**src/qhs_pkg.sv**
```systemverilog
package qhs_pkg;

    // ==========================================================
    // Sizes
    localparam int NUM_CHAN = 4;
    localparam int LEVEL_W = 5;
    localparam logic [4:0] FIFO_FULL = 5'h10;

    // ==========================================================
    // Register offsets within one channel
    localparam logic [2:0] OFS_DATA = 3'h0; // Holding regs, or divisor low
    localparam logic [2:0] OFS_IER = 3'h1; // Irq enable, or divisor high
    localparam logic [2:0] OFS_FCR = 3'h2; // Fifo control on write, irq ident on read
    localparam logic [2:0] OFS_LCR = 3'h3;
    localparam logic [2:0] OFS_MCR = 3'h4;
    localparam logic [2:0] OFS_LSR = 3'h5;
    localparam logic [2:0] OFS_MSR = 3'h6;
    localparam logic [2:0] OFS_SPR = 3'h7;

    // ==========================================================
    // Field positions
    localparam int FCR_FIFO_EN = 0;
    localparam int FCR_BLOCK = 3;
    localparam int IER_RX = 0;
    localparam int IER_TX = 1;
    localparam int LCR_DIV_ACCESS = 7;
    localparam int MCR_IRQ_GATE = 3;
    localparam int LSR_DATA_READY = 0;
    localparam int LSR_TX_HOLD_EMPTY = 5;
    localparam int LSR_TX_ALL_EMPTY = 6;
    localparam int IDENT_FIFO_LO = 6;
    localparam int IDENT_FIFO_HI = 7;

    // ==========================================================
    // Reset values and identification codes
    localparam logic [7:0] REG_RST = 8'h00;
    localparam logic [7:0] DIV_LOW_RST = 8'h01;
    localparam logic [7:0] DIV_HIGH_RST = 8'h00;
    localparam logic [7:0] IDENT_NONE = 8'h01;
    localparam logic [7:0] IDENT_RX = 8'h04;
    localparam logic [7:0] IDENT_TX = 8'h02;

    // ==========================================================
    // Timing
    localparam int CLK_PERIOD_NS = 10;
    localparam int RESET_MIN_NS = 40;
    localparam int RESET_MIN_CYC = (RESET_MIN_NS + CLK_PERIOD_NS - 1) / CLK_PERIOD_NS;

    // ==========================================================
    // Types
    // Host bus pins, both bus styles
    typedef struct packed {
        logic bus_style_sel;       // 1 = separate strobes, 0 = read/write line
        logic chan_a_select_n;
        logic chan_b_select_n;
        logic chan_c_select_n;
        logic chan_d_select_n;
        logic chip_select_n;
        logic read_write_n;        // 1 = read, 0 = write
        logic read_strobe_n;
        logic write_strobe_n;
        logic chan_addr_hi;
        logic chan_addr_lo;
        logic [2:0] reg_addr;
        logic [7:0] wdata;
    } qhs_bus_t;

    // Status of one channel's datapath
    typedef struct packed {
        logic [4:0] tx_level;
        logic [4:0] tx_trig;
        logic [4:0] rx_level;
        logic [4:0] rx_trig;
        logic tsr_empty;
        logic rx_timeout;
        logic [7:0] rx_byte;
        logic [7:0] modem_in;
    } qhs_chan_stat_t;

    // Register set of one channel
    typedef struct packed {
        logic [7:0] irq_enable;
        logic [7:0] fifo_control;
        logic [7:0] line_control;
        logic [7:0] modem_control;
        logic [7:0] divisor_low;
        logic [7:0] divisor_high;
        logic [7:0] scratch_byte;
        logic rx_blk_n;
    } qhs_chan_regs_t;

    // Whole state of the host port
    typedef struct packed {
        qhs_chan_regs_t [3:0] chans;
        logic wr_prev;
        logic rd_prev;
        logic [7:0] rdata;
        logic rdata_oe;
        logic [3:0] irq;
        logic [3:0] rx_ready_n;
        logic [3:0] tx_ready_n;
        logic [3:0] tx_load;
        logic [3:0] rx_unload;
        logic [7:0] tx_byte;
    } qhs_state_t;

endpackage : qhs_pkg

```
**src/qhs_host_port.sv**
```systemverilog
// How it works
// - 8-bit data bus, 3 address lines, strobes
// - Bus cycles need only selects, strobes, address
// - One shared data bus; decode picks channel
// - Reset restores every channel register default
// - Strobe style: per-channel selects pick A-D
// - Writes reach all selected; never multi-read
// - Line style: select plus two bits pick channel
// - Channel address bits used only in line style
// - Each channel owns a full register set
// - Transmit interrupt follows empty or trigger level
// - Receive interrupt follows data or trigger level
// - Block mode bit only changes ready outputs
// - Fifo without block mode is single-character
// - Receive ready low while any byte held
// - Block receive ready: falls at trigger, rises empty
// - Transmit ready low only when transmit empty
// - Block transmit ready high only when full
// - Line status 5,6 pace transmit block loads
// - Strobe style interrupt gated by MCR bit 3 unless style pin high
// - Status 5 fifo empty, 6 all empty
module qhs_host_port (
    // Clock and reset
    input wire logic mclk,
    input wire logic rstn,
    // Host bus
    input wire qhs_pkg::qhs_bus_t host_bus,
    output logic [7:0] rdata,
    output logic rdata_oe,
    // Interrupt style pin
    input wire logic irq_style_select,
    // Channel datapath status
    input wire qhs_pkg::qhs_chan_stat_t [3:0] chan_stat,
    // Channel datapath control
    output qhs_pkg::qhs_chan_regs_t [3:0] chan_cfg,
    output logic [7:0] tx_byte,
    output logic [3:0] tx_load,
    output logic [3:0] rx_unload,
    // Per-channel pins
    output logic [3:0] irq,
    output logic [3:0] rx_ready_n,
    output logic [3:0] tx_ready_n
);

    // ==========================================================
    // Helpers
    // ==========================================================
    // Line status byte of one channel
    function automatic logic [7:0] line_status_of(input qhs_pkg::qhs_chan_stat_t s);
        logic [7:0] v;
        v = 8'h00;
        v[qhs_pkg::LSR_DATA_READY] = (s.rx_level != 5'h00);
        v[qhs_pkg::LSR_TX_HOLD_EMPTY] = (s.tx_level == 5'h00);
        v[qhs_pkg::LSR_TX_ALL_EMPTY] = (s.tx_level == 5'h00) && s.tsr_empty;
        return v;
    endfunction : line_status_of

    // Transmit interrupt condition
    function automatic logic tx_irq_of(input qhs_pkg::qhs_chan_regs_t r,
                                       input qhs_pkg::qhs_chan_stat_t s);
        logic empty;
        empty = (s.tx_level == 5'h00);
        if (r.fifo_control[qhs_pkg::FCR_FIFO_EN]) begin
            return empty || (s.tx_level < s.tx_trig);
        end
        return empty;
    endfunction : tx_irq_of

    // Receive interrupt condition
    function automatic logic rx_irq_of(input qhs_pkg::qhs_chan_regs_t r,
                                       input qhs_pkg::qhs_chan_stat_t s);
        if (r.fifo_control[qhs_pkg::FCR_FIFO_EN]) begin
            return (s.rx_level >= s.rx_trig) || s.rx_timeout;
        end
        return (s.rx_level != 5'h00);
    endfunction : rx_irq_of

    // Block mode is active only with the fifos on
    function automatic logic block_mode_of(input qhs_pkg::qhs_chan_regs_t r);
        return r.fifo_control[qhs_pkg::FCR_FIFO_EN] && r.fifo_control[qhs_pkg::FCR_BLOCK];
    endfunction : block_mode_of

    // Register read of one channel
    function automatic logic [7:0] read_of(input qhs_pkg::qhs_chan_regs_t r,
                                           input qhs_pkg::qhs_chan_stat_t s,
                                           input logic [2:0] a);
        logic [7:0] v;
        logic dl;
        v = 8'h00;
        dl = r.line_control[qhs_pkg::LCR_DIV_ACCESS];
        case (a)
            qhs_pkg::OFS_DATA: v = dl ? r.divisor_low : s.rx_byte;
            qhs_pkg::OFS_IER: v = dl ? r.divisor_high : r.irq_enable;
            qhs_pkg::OFS_FCR: begin
                if (r.irq_enable[qhs_pkg::IER_RX] && rx_irq_of(r, s)) begin
                    v = qhs_pkg::IDENT_RX;
                end else if (r.irq_enable[qhs_pkg::IER_TX] && tx_irq_of(r, s)) begin
                    v = qhs_pkg::IDENT_TX;
                end else begin
                    v = qhs_pkg::IDENT_NONE;
                end
                v[qhs_pkg::IDENT_FIFO_LO] = r.fifo_control[qhs_pkg::FCR_FIFO_EN];
                v[qhs_pkg::IDENT_FIFO_HI] = r.fifo_control[qhs_pkg::FCR_FIFO_EN];
            end
            qhs_pkg::OFS_LCR: v = r.line_control;
            qhs_pkg::OFS_MCR: v = r.modem_control;
            qhs_pkg::OFS_LSR: v = line_status_of(s);
            qhs_pkg::OFS_MSR: v = s.modem_in;
            qhs_pkg::OFS_SPR: v = r.scratch_byte;
            default: v = 8'h00;
        endcase
        return v;
    endfunction : read_of

    // ==========================================================
    // State
    // ==========================================================
    qhs_pkg::qhs_state_t q;
    qhs_pkg::qhs_state_t d;

    // Bus decode terms
    logic [3:0] sel;
    logic rd_act;
    logic wr_act;
    logic wr_take;
    logic rd_take;
    logic [1:0] rd_chan;

    // ==========================================================
    // Bus decode
    // ==========================================================
    // Channel select and strobes for the two bus styles
    always_comb begin
        sel = 4'h0;
        rd_act = 1'b0;
        wr_act = 1'b0;
        if (host_bus.bus_style_sel) begin
            // Separate strobes, one select per channel
            sel[0] = !host_bus.chan_a_select_n;
            sel[1] = !host_bus.chan_b_select_n;
            sel[2] = !host_bus.chan_c_select_n;
            sel[3] = !host_bus.chan_d_select_n;
            rd_act = !host_bus.read_strobe_n && (sel != 4'h0);
            wr_act = !host_bus.write_strobe_n && (sel != 4'h0);
        end else if (!host_bus.chip_select_n) begin
            // Read/write line, channel from the two address bits
            case ({host_bus.chan_addr_hi, host_bus.chan_addr_lo})
                2'b00: sel = 4'h1;
                2'b01: sel = 4'h2;
                2'b10: sel = 4'h4;
                2'b11: sel = 4'h8;
                default: sel = 4'h0;
            endcase
            rd_act = host_bus.read_write_n;
            wr_act = !host_bus.read_write_n;
        end
    end

    // Take each strobe once, at its leading edge
    assign wr_take = wr_act && !q.wr_prev;
    assign rd_take = rd_act && !q.rd_prev;

    // Lowest selected channel answers a read
    always_comb begin
        rd_chan = 2'd0;
        for (int i = qhs_pkg::NUM_CHAN - 1; i >= 0; i--) begin
            if (sel[i]) begin
                rd_chan = 2'(i);
            end
        end
    end

    // ==========================================================
    // Next state
    // ==========================================================
    always_comb begin
        d = q;
        d.wr_prev = wr_act;
        d.rd_prev = rd_act;
        d.tx_load = 4'h0;
        d.rx_unload = 4'h0;

        // Read data onto the shared bus
        d.rdata_oe = rd_act;
        d.rdata = rd_act ? read_of(q.chans[rd_chan], chan_stat[rd_chan],
                                   host_bus.reg_addr) : 8'h00;

        for (int i = 0; i < qhs_pkg::NUM_CHAN; i++) begin
            // Register writes, to every selected channel
            if (wr_take && sel[i]) begin
                case (host_bus.reg_addr)
                    qhs_pkg::OFS_DATA: begin
                        if (q.chans[i].line_control[qhs_pkg::LCR_DIV_ACCESS]) begin
                            d.chans[i].divisor_low = host_bus.wdata;
                        end else begin
                            d.tx_load[i] = 1'b1;
                            d.tx_byte = host_bus.wdata;
                        end
                    end
                    qhs_pkg::OFS_IER: begin
                        if (q.chans[i].line_control[qhs_pkg::LCR_DIV_ACCESS]) begin
                            d.chans[i].divisor_high = host_bus.wdata;
                        end else begin
                            d.chans[i].irq_enable = host_bus.wdata;
                        end
                    end
                    qhs_pkg::OFS_FCR: d.chans[i].fifo_control = host_bus.wdata;
                    qhs_pkg::OFS_LCR: d.chans[i].line_control = host_bus.wdata;
                    qhs_pkg::OFS_MCR: d.chans[i].modem_control = host_bus.wdata;
                    qhs_pkg::OFS_SPR: d.chans[i].scratch_byte = host_bus.wdata;
                    default: d.chans[i].scratch_byte = q.chans[i].scratch_byte;
                endcase
            end

            // Reading the receive holding register pops one byte
            if (rd_take && sel[i] && (host_bus.reg_addr == qhs_pkg::OFS_DATA) &&
                !q.chans[i].line_control[qhs_pkg::LCR_DIV_ACCESS]) begin
                d.rx_unload[i] = 1'b1;
            end

            // Block receive ready: falls at trigger or timeout, rises when empty
            if (chan_stat[i].rx_level == 5'h00) begin
                d.chans[i].rx_blk_n = 1'b1;
            end else if ((chan_stat[i].rx_level >= chan_stat[i].rx_trig) ||
                         chan_stat[i].rx_timeout) begin
                d.chans[i].rx_blk_n = 1'b0;
            end

            // Ready outputs, from this channel's own levels only
            if (block_mode_of(q.chans[i])) begin
                d.rx_ready_n[i] = d.chans[i].rx_blk_n;
                d.tx_ready_n[i] = (chan_stat[i].tx_level == qhs_pkg::FIFO_FULL);
            end else begin
                d.rx_ready_n[i] = (chan_stat[i].rx_level == 5'h00);
                d.tx_ready_n[i] = (chan_stat[i].tx_level != 5'h00);
            end

            // Interrupt pin, optionally gated in the strobe style
            d.irq[i] = (q.chans[i].irq_enable[qhs_pkg::IER_TX] &&
                        tx_irq_of(q.chans[i], chan_stat[i])) ||
                       (q.chans[i].irq_enable[qhs_pkg::IER_RX] &&
                        rx_irq_of(q.chans[i], chan_stat[i]));
            if (host_bus.bus_style_sel && !irq_style_select) begin
                d.irq[i] = d.irq[i] && q.chans[i].modem_control[qhs_pkg::MCR_IRQ_GATE];
            end
        end

        // Reset returns every channel to its defaults
        if (!rstn) begin
            d = '0;
            d.rx_ready_n = 4'hf;
            d.tx_ready_n = 4'h0;
            for (int i = 0; i < qhs_pkg::NUM_CHAN; i++) begin
                d.chans[i].irq_enable = qhs_pkg::REG_RST;
                d.chans[i].fifo_control = qhs_pkg::REG_RST;
                d.chans[i].line_control = qhs_pkg::REG_RST;
                d.chans[i].modem_control = qhs_pkg::REG_RST;
                d.chans[i].scratch_byte = qhs_pkg::REG_RST;
                d.chans[i].divisor_low = qhs_pkg::DIV_LOW_RST;
                d.chans[i].divisor_high = qhs_pkg::DIV_HIGH_RST;
                d.chans[i].rx_blk_n = 1'b1;
            end
        end
    end

    // State register
    always_ff @(posedge mclk) begin
        q <= d;
    end

    // ==========================================================
    // Outputs straight from the state
    // ==========================================================
    assign rdata = q.rdata;
    assign rdata_oe = q.rdata_oe;
    assign chan_cfg = q.chans;
    assign tx_byte = q.tx_byte;
    assign tx_load = q.tx_load;
    assign rx_unload = q.rx_unload;
    assign irq = q.irq;
    assign rx_ready_n = q.rx_ready_n;
    assign tx_ready_n = q.tx_ready_n;

endmodule : qhs_host_port

```
**config.mk**
```make
export PLATFORM = sky130hd
export DESIGN_NAME = qhs_host_port
export DESIGN_NICKNAME = d
export VERILOG_FILES = /design/src/qhs_pkg.sv /design/src/qhs_host_port.sv
export SDC_FILE = /design/constraint.sdc
export NUM_CORES = 1
export LEC_CHECK = 0
export ABC_AREA = 1
export BUFFER_PORTS_ARGS = -buffer_cell sky130_fd_sc_hd__buf_2
export CAP_MARGIN = 10
export CORE_MARGIN = 2
export CORE_UTILIZATION = 35
export CTS_BUF_LIST = sky130_fd_sc_hd__clkbuf_2
export DETAILED_ROUTE_END_ITERATION = 8
export SYNTH_ARGS = -nofsm -noshare
export SYNTH_HDL_FRONTEND = slang
export SYNTH_SLANG_ARGS = --single-unit
```
**constraint.sdc**
```tcl
create_clock -name mclk -period 3.6 [get_ports mclk]
set_input_delay 0.36 -clock mclk [delete_from_list [all_inputs] [get_ports mclk]]
set_output_delay 0.36 -clock mclk [all_outputs]
set_load 0.005 [all_outputs]
```
Word level (Yosys, flattened, before mapping) --
Cells that the tools add are included.
Word-level totals: bits in registers 266, input bits 177, output and inout bits 265, logic and storage cells 286
Cells by class: $lt $le $gt $ge 11, equality and inequality tests 14, muxes and demuxes 91, bitwise gates (word level) 4, reductions and logical operators 122
Operators with widths (number):
- 57-bit binary-select mux with 2-bit select | 1
- 8-bit 2-to-1 mux | 14
- 38-bit binary-select mux with 2-bit select | 1
- 8-bit case mux with 8 select lines | 1
- 1-bit 2-to-1 mux | 63
- 57-bit 2-to-1 mux | 1
- 3-bit AND reduction | 16
- 5-bit logical NOT | 9
- 5-bit nonzero test | 9
- 1-bit logical AND | 40
- 38-bit 2-to-1 mux | 1
- 2-bit AND reduction | 17
- 5-bit >= comparator | 5
- 5-bit < comparator | 5
- 5-bit equality test (second input constant) | 4
- 4-bit case mux with 4 select lines | 1
- 1-bit logical NOT | 14
- 1-bit logical OR | 14
- 3-bit equality test (second input constant) | 4
- 2-bit 2-to-1 mux | 5
- 4-bit 2-to-1 mux | 2
- 3-bit by 2-bit equality test with 1-bit output (second input constant) | 2
- 2-bit equality test (second input constant) | 2
- 1-bit NOT | 4
- other kinds (7) | 7

Logic depth before layout (Yosys ltp) --
word-level depth 25, depth in mapped cells 25, mapped depth without buffers 23

Worst setup path before layout --
No wires, ideal clock.
path type input to register, from input port host_bus[21] in the netlist's numbering, to register q, in the netlist rdata[1], setup time 0.057 ns, data arrival time 3.116 ns, required time 3.543 ns, setup slack 0.426 ns, stages on the path 23, path buffers 5, path through nor2_2 > a21oi_2 > nand2_4 > nand2_2 > buf_6 > buf_6 > buf_2 > buf_2 > buf_4 > o21ai_0 > a21oi_1 > ha_1 > a21oi_1 > o221ai_1 > a21oi_1 > nand3_1 > nor2_1 > nor2_1 > nand2_1 > nand3_1 > nand3_1 > nand2_1 > inv_1
Between the ends: word-level cells in the longest chain between the ends 17, elaborated cells between the ends (all ways) 35
RTL lines:
- from (decl) | line qhs_host_port.sv:27 | input wire qhs_pkg::qhs_bus_t host_bus,
- 4-bit 2-to-1 mux | line qhs_host_port.sv:137 | if (host_bus.bus_style_sel) begin
- 2-bit 2-to-1 mux (4 in a row) | line qhs_host_port.sv:167 | if (sel[i]) begin
- 38-bit binary-select mux with 2-bit select / 57-bit binary-select mux with 2-bit select (equally long branches) | line qhs_host_port.sv:185 | d.rdata = rd_act ? read_of(q.chans[rd_chan], chan_stat[rd_chan],
- 38-bit 2-to-1 mux (implied by the code) / 57-bit 2-to-1 mux (equally long branches) | line qhs_host_port.sv:185
- 5-bit < comparator (tied with other cells) | line qhs_host_port.sv:64 | return empty || (s.tx_level < s.tx_trig);
- 1-bit logical OR / 1-bit 2-to-1 mux (equally long branches) | line qhs_host_port.sv:64, qhs_host_port.sv:95
- 1-bit 2-to-1 mux, on equally long branches | line qhs_host_port.sv:63, qhs_host_port.sv:91
- 1-bit 2-to-1 mux | line qhs_host_port.sv:66 | return empty;
- 1-bit 2-to-1 mux | line qhs_host_port.sv:95 | if (r.irq_enable[qhs_pkg::IER_RX] && rx_irq_of(r, s)) begin
- 1-bit 2-to-1 mux | line qhs_host_port.sv:91 | case (a)
- 1-bit logical AND | line qhs_host_port.sv:97 | end else if (r.irq_enable[qhs_pkg::IER_TX] && tx_irq_of(r, s)) begin
- 2-bit 2-to-1 mux | line qhs_host_port.sv:97
- 3-bit 2-to-1 mux | line qhs_host_port.sv:95
- 8-bit case mux with 8 select lines | line qhs_host_port.sv:91
- to (signal assigned) | line qhs_host_port.sv:268 | q <= d;
- to (decl) | line qhs_host_port.sv:118 | qhs_pkg::qhs_state_t q;
Several ways; a longest one is shown, not always the timed one. The select of a mux whose other input is x is not followed. A chain may end at the register's enable or synchronous reset.

Worst setup path in the final report --
from input port host_bus[19] in the netlist's numbering, to register q, in the netlist rdata[4]
Between the ends: word-level cells in the longest chain between the ends 8, elaborated cells between the ends (all ways) 15
RTL lines:
- 1-bit logical NOT (*) | line qhs_host_port.sv:140 | sel[1] = !host_bus.chan_b_select_n;
- 4-bit 2-to-1 mux | line qhs_host_port.sv:137
- 2-bit 2-to-1 mux (2 in a row) | line qhs_host_port.sv:167
- 57-bit binary-select mux with 2-bit select / 38-bit binary-select mux with 2-bit select (equally long branches) | line qhs_host_port.sv:185
- 57-bit 2-to-1 mux (implied by the code) / 38-bit 2-to-1 mux (equally long branches) | line qhs_host_port.sv:185
- 8-bit 2-to-1 mux, on equally long branches | line qhs_host_port.sv:93, qhs_host_port.sv:92
- 8-bit case mux with 8 select lines | line qhs_host_port.sv:91
Every way passes the cells marked *; elsewhere a longest branch is shown, timed or not. The select of a mux whose other input is x is not followed.

==> results.cfg <==
[logic_synthesis]
synth.area.mux_share = 0
synth.distinct_cells = 44
synthArstFlopShare = 0
syn_inst = 2269
seq_area_frac_synth = 0.341
synthAdderAreaFrac = 0.0360
yosys.area_share.simple = 0.172
ys_seq_elements = 266
synth_compound_area_frac = 0.241
synth_area_sq_mm = 0.0156
yosys_warnings = 0
syn_area_per_cell_sq_um = 6.89
synth_top_family_by_area = compound AO/OA/AOI/OAI gates
syn-num-nets = 2491
synth_ff_type = dfxtp_1
synth_xor_xnor_area_share = 0
synth_edf_count = 0

[global_route]
overflow = 0
grt_pass1_vias = 15859
grt_first_pass_wirelength_mm = 99.6
antenna_found_initial = 6
grtUsageTotal = 0.285
grt_max_degree = 101

[worst_hold_path]
hp-class = in2reg

[finish]
utilization = 0.410
finalNonFillerCells = 3177
synthToLayoutAreaGrowth_pct = 15.8
post-route-cell-area_sq_mm = 0.0181
final_cell_mix = buf_2, a21oi_1, nor2_1, o21ai_0, dfxtp_1
num-nets-final = 2755
final_common_cell = buf_2
fillers = 4793
drive_above_1_share = 0.244

[flow_run]
maxCapViolations = 0

[pwr]
ir_drop_v = 0.000243
power.leakage_nw = 8.89
p_per_area_mw_per_mm2 = 381

[worst_setup_path]
cp-start-kind = primary input
cp.arrival_ns = 4.24
path_class = in2reg
required_ns = 4.47
crit_path_end_kind = flip-flop
crit_fanout = 56

[detailed_routing]
via_count = 16293
ant_nets = 0
drt-total-wl_mm = 68.1
wl_met1_mm = 28.1
met2_length_mm = 32.1
first_pass_iters = 5
detail_route.wl_per_cell_microns = 21.4
dr_wl_met3_mm = 5.51
drc = 0
initialDrtViolationCount = 1306
dr.max_layer_used = met5
routed_via_density = 5.13

[placement]
place_hpwl_mm = 50.8
gp_congestion = 0.922
dp_cells = 2946
placed_area_sq_mm = 0.0164
port_buffers = 441

[sta]
tns_ns = 0
rsz0062_at_grt = false
fin_skew_ns = 0.0729
max_slew.worst_pin.slew_ns = 1.16
period_minus_slack_ns = 3.37
slew_headroom = 0.229
setup_viol = 0
slew_viol_final = 0
fmax_ghz = 0.297
finalHoldViolCount = 0
finalCritPeriodShare = 0.937

[floorplan]
die_w_microns = 215
io_pins = 442
die_h_microns = 215
coreArea_sq_mm = 0.0441
dieArea_sq_mm = 0.0464
start_util = 0.354
rows = 77

[clocking]
cts-root-buf = clkbuf_2
cts_buffers = 80
htree_levels = 3
clk_path_buf_depth = 3
cts_tree = yes
cts_num_sinks = 266
clock_latency_ns = 1.00
path_clk_slew_ns = 0.08

[status]
status = finished, final reports clean
stage by stage:
stage	hold WS [ns]	total power (W)	setup WS, ns
6_report	0.0902	0.00690	0.228
2_1_floorplan	0.433	0.00383	0.426
3_5_place_dp	0.464	0.00433	0.211
3_3_place_gp	0.446	0.00433	0.246
4_1_cts	0.00395	0.00695	0.229
5_1_grt	0.0850	0.00726	0.0526
where the power goes:
group	total [W]	leakage [nW]	internal, W	switching (W)
Sequential	0.00300	2.15	0.00297	0.0000229
Clock	0.00253	0.552	0.00113	0.00140
Combinational	0.00138	6.18	0.000486	0.000890
cell usage after synthesis (6+ instances only):
| master | number | area, sq um |
|---|---|---|
| a21oi_1 | 313 | 1570 |
| nor2_1 | 307 | 1150 |
| o21ai_0 | 304 | 1520 |
| buf_4 | 271 | 2030 |
| dfxtp_1 | 266 | 5330 |
| nand2_1 | 246 | 923 |
| inv_1 | 176 | 661 |
| clkbuf_1 | 80 | 300 |
| nand3_1 | 70 | 350 |
| ha_1 | 45 | 563 |
| buf_2 | 38 | 190 |
| o22ai_1 | 23 | 144 |
| o21a_1 | 15 | 113 |
| nor3_1 | 14 | 70.1 |
| o211ai_1 | 13 | 97.6 |
| nor4_1 | 10 | 62.6 |
| o21ai_1 | 10 | 50.1 |
| buf_6 | 6 | 67.6 |
| nand4_1 | 6 | 37.5 |
final timing paths:
| check | start | end | slack, ns | depth (start not counted) |
|---|---|---|---|---|
| worst min-delay path | chan_stat[149] | irq[3] | 0.09 | 6 |
| worst max register to register | q[38] | chan_cfg[48] | 1.57 | 6 |
| worst max-delay path | host_bus[19] | rdata[4] | 0.23 | 16 |
| worst min register to register | chan_cfg[35] | chan_cfg[35] | 0.47 | 2 |
registers in the layout, indices dropped and copies added, names as in the netlist, 4 cells and up:
name	flops
tx_byte	8
tx_load	4
rdata	8
rx_unload	4
irq	4
chan_cfg	228
rx_ready_n	4
tx_ready_n	4
critical path, cell delays in order:
cell           delay (ns)
dlygate4sd3_1        0.54
buf_2                0.13
nor2_1               0.05
dlygate4sd3_1        0.56
a21oi_2              0.25
nand2_4              0.12
nand2_8              0.26
buf_6                0.39
buf_4                0.32
nor2_1               0.07
o22ai_1              0.17
dlygate4sd3_1        0.59
nand2_1              0.06
nand3_1              0.09
nand2_1              0.06
a21oi_1              0.15
routing by layer:
layer,global-route usage,up-vias
li1,-,7822
met1,0.348,7631
met2,0.481,701
met3,0.0722,135
met4,0.111,4
met5,0,-
what timing repair did:
| action | 4_1_cts | 5_1_grt |
|---|---|---|
| gates resized for setup | 0 | 1 |
| setup buffers | 0 | 3 |
| hold buffers | 94 | 0 |
| endpoints found under the setup margin | 0 | 5 |
| hold endpoints to repair | 130 | 0 |
layout make-up:
class / count / area, sq um / share of cell area
Multi-Input combinational cell: 1422 / 7040 / 0.389
Sequential cell: 266 / 5330 / 0.294
Timing Repair Buffer: 580 / 3540 / 0.196
Tap cell: 592 / 741 / 0.0409
Inverter: 183 / 688 / 0.0380
Clock buffer: 114 / 571 / 0.0315
Clock inverter: 18 / 185 / 0.0102
Antenna cell: 2 / 5.00 / 0.000276
cells by family (layout without fill, tap and decap cells):
| logic type | Yosys count | in the layout |
|---|---|---|
| AOI/OAI and AO/OA | 710 | 710 |
| and+or+nand+nor | 667 | 667 |
| buffers and inverters | 581 | 895 |
| DFF | 266 | 266 |
| adders and majority gates | 45 | 45 |
| other | 0 | 2 |
Note: power is estimated with default switching activity, not from simulation.
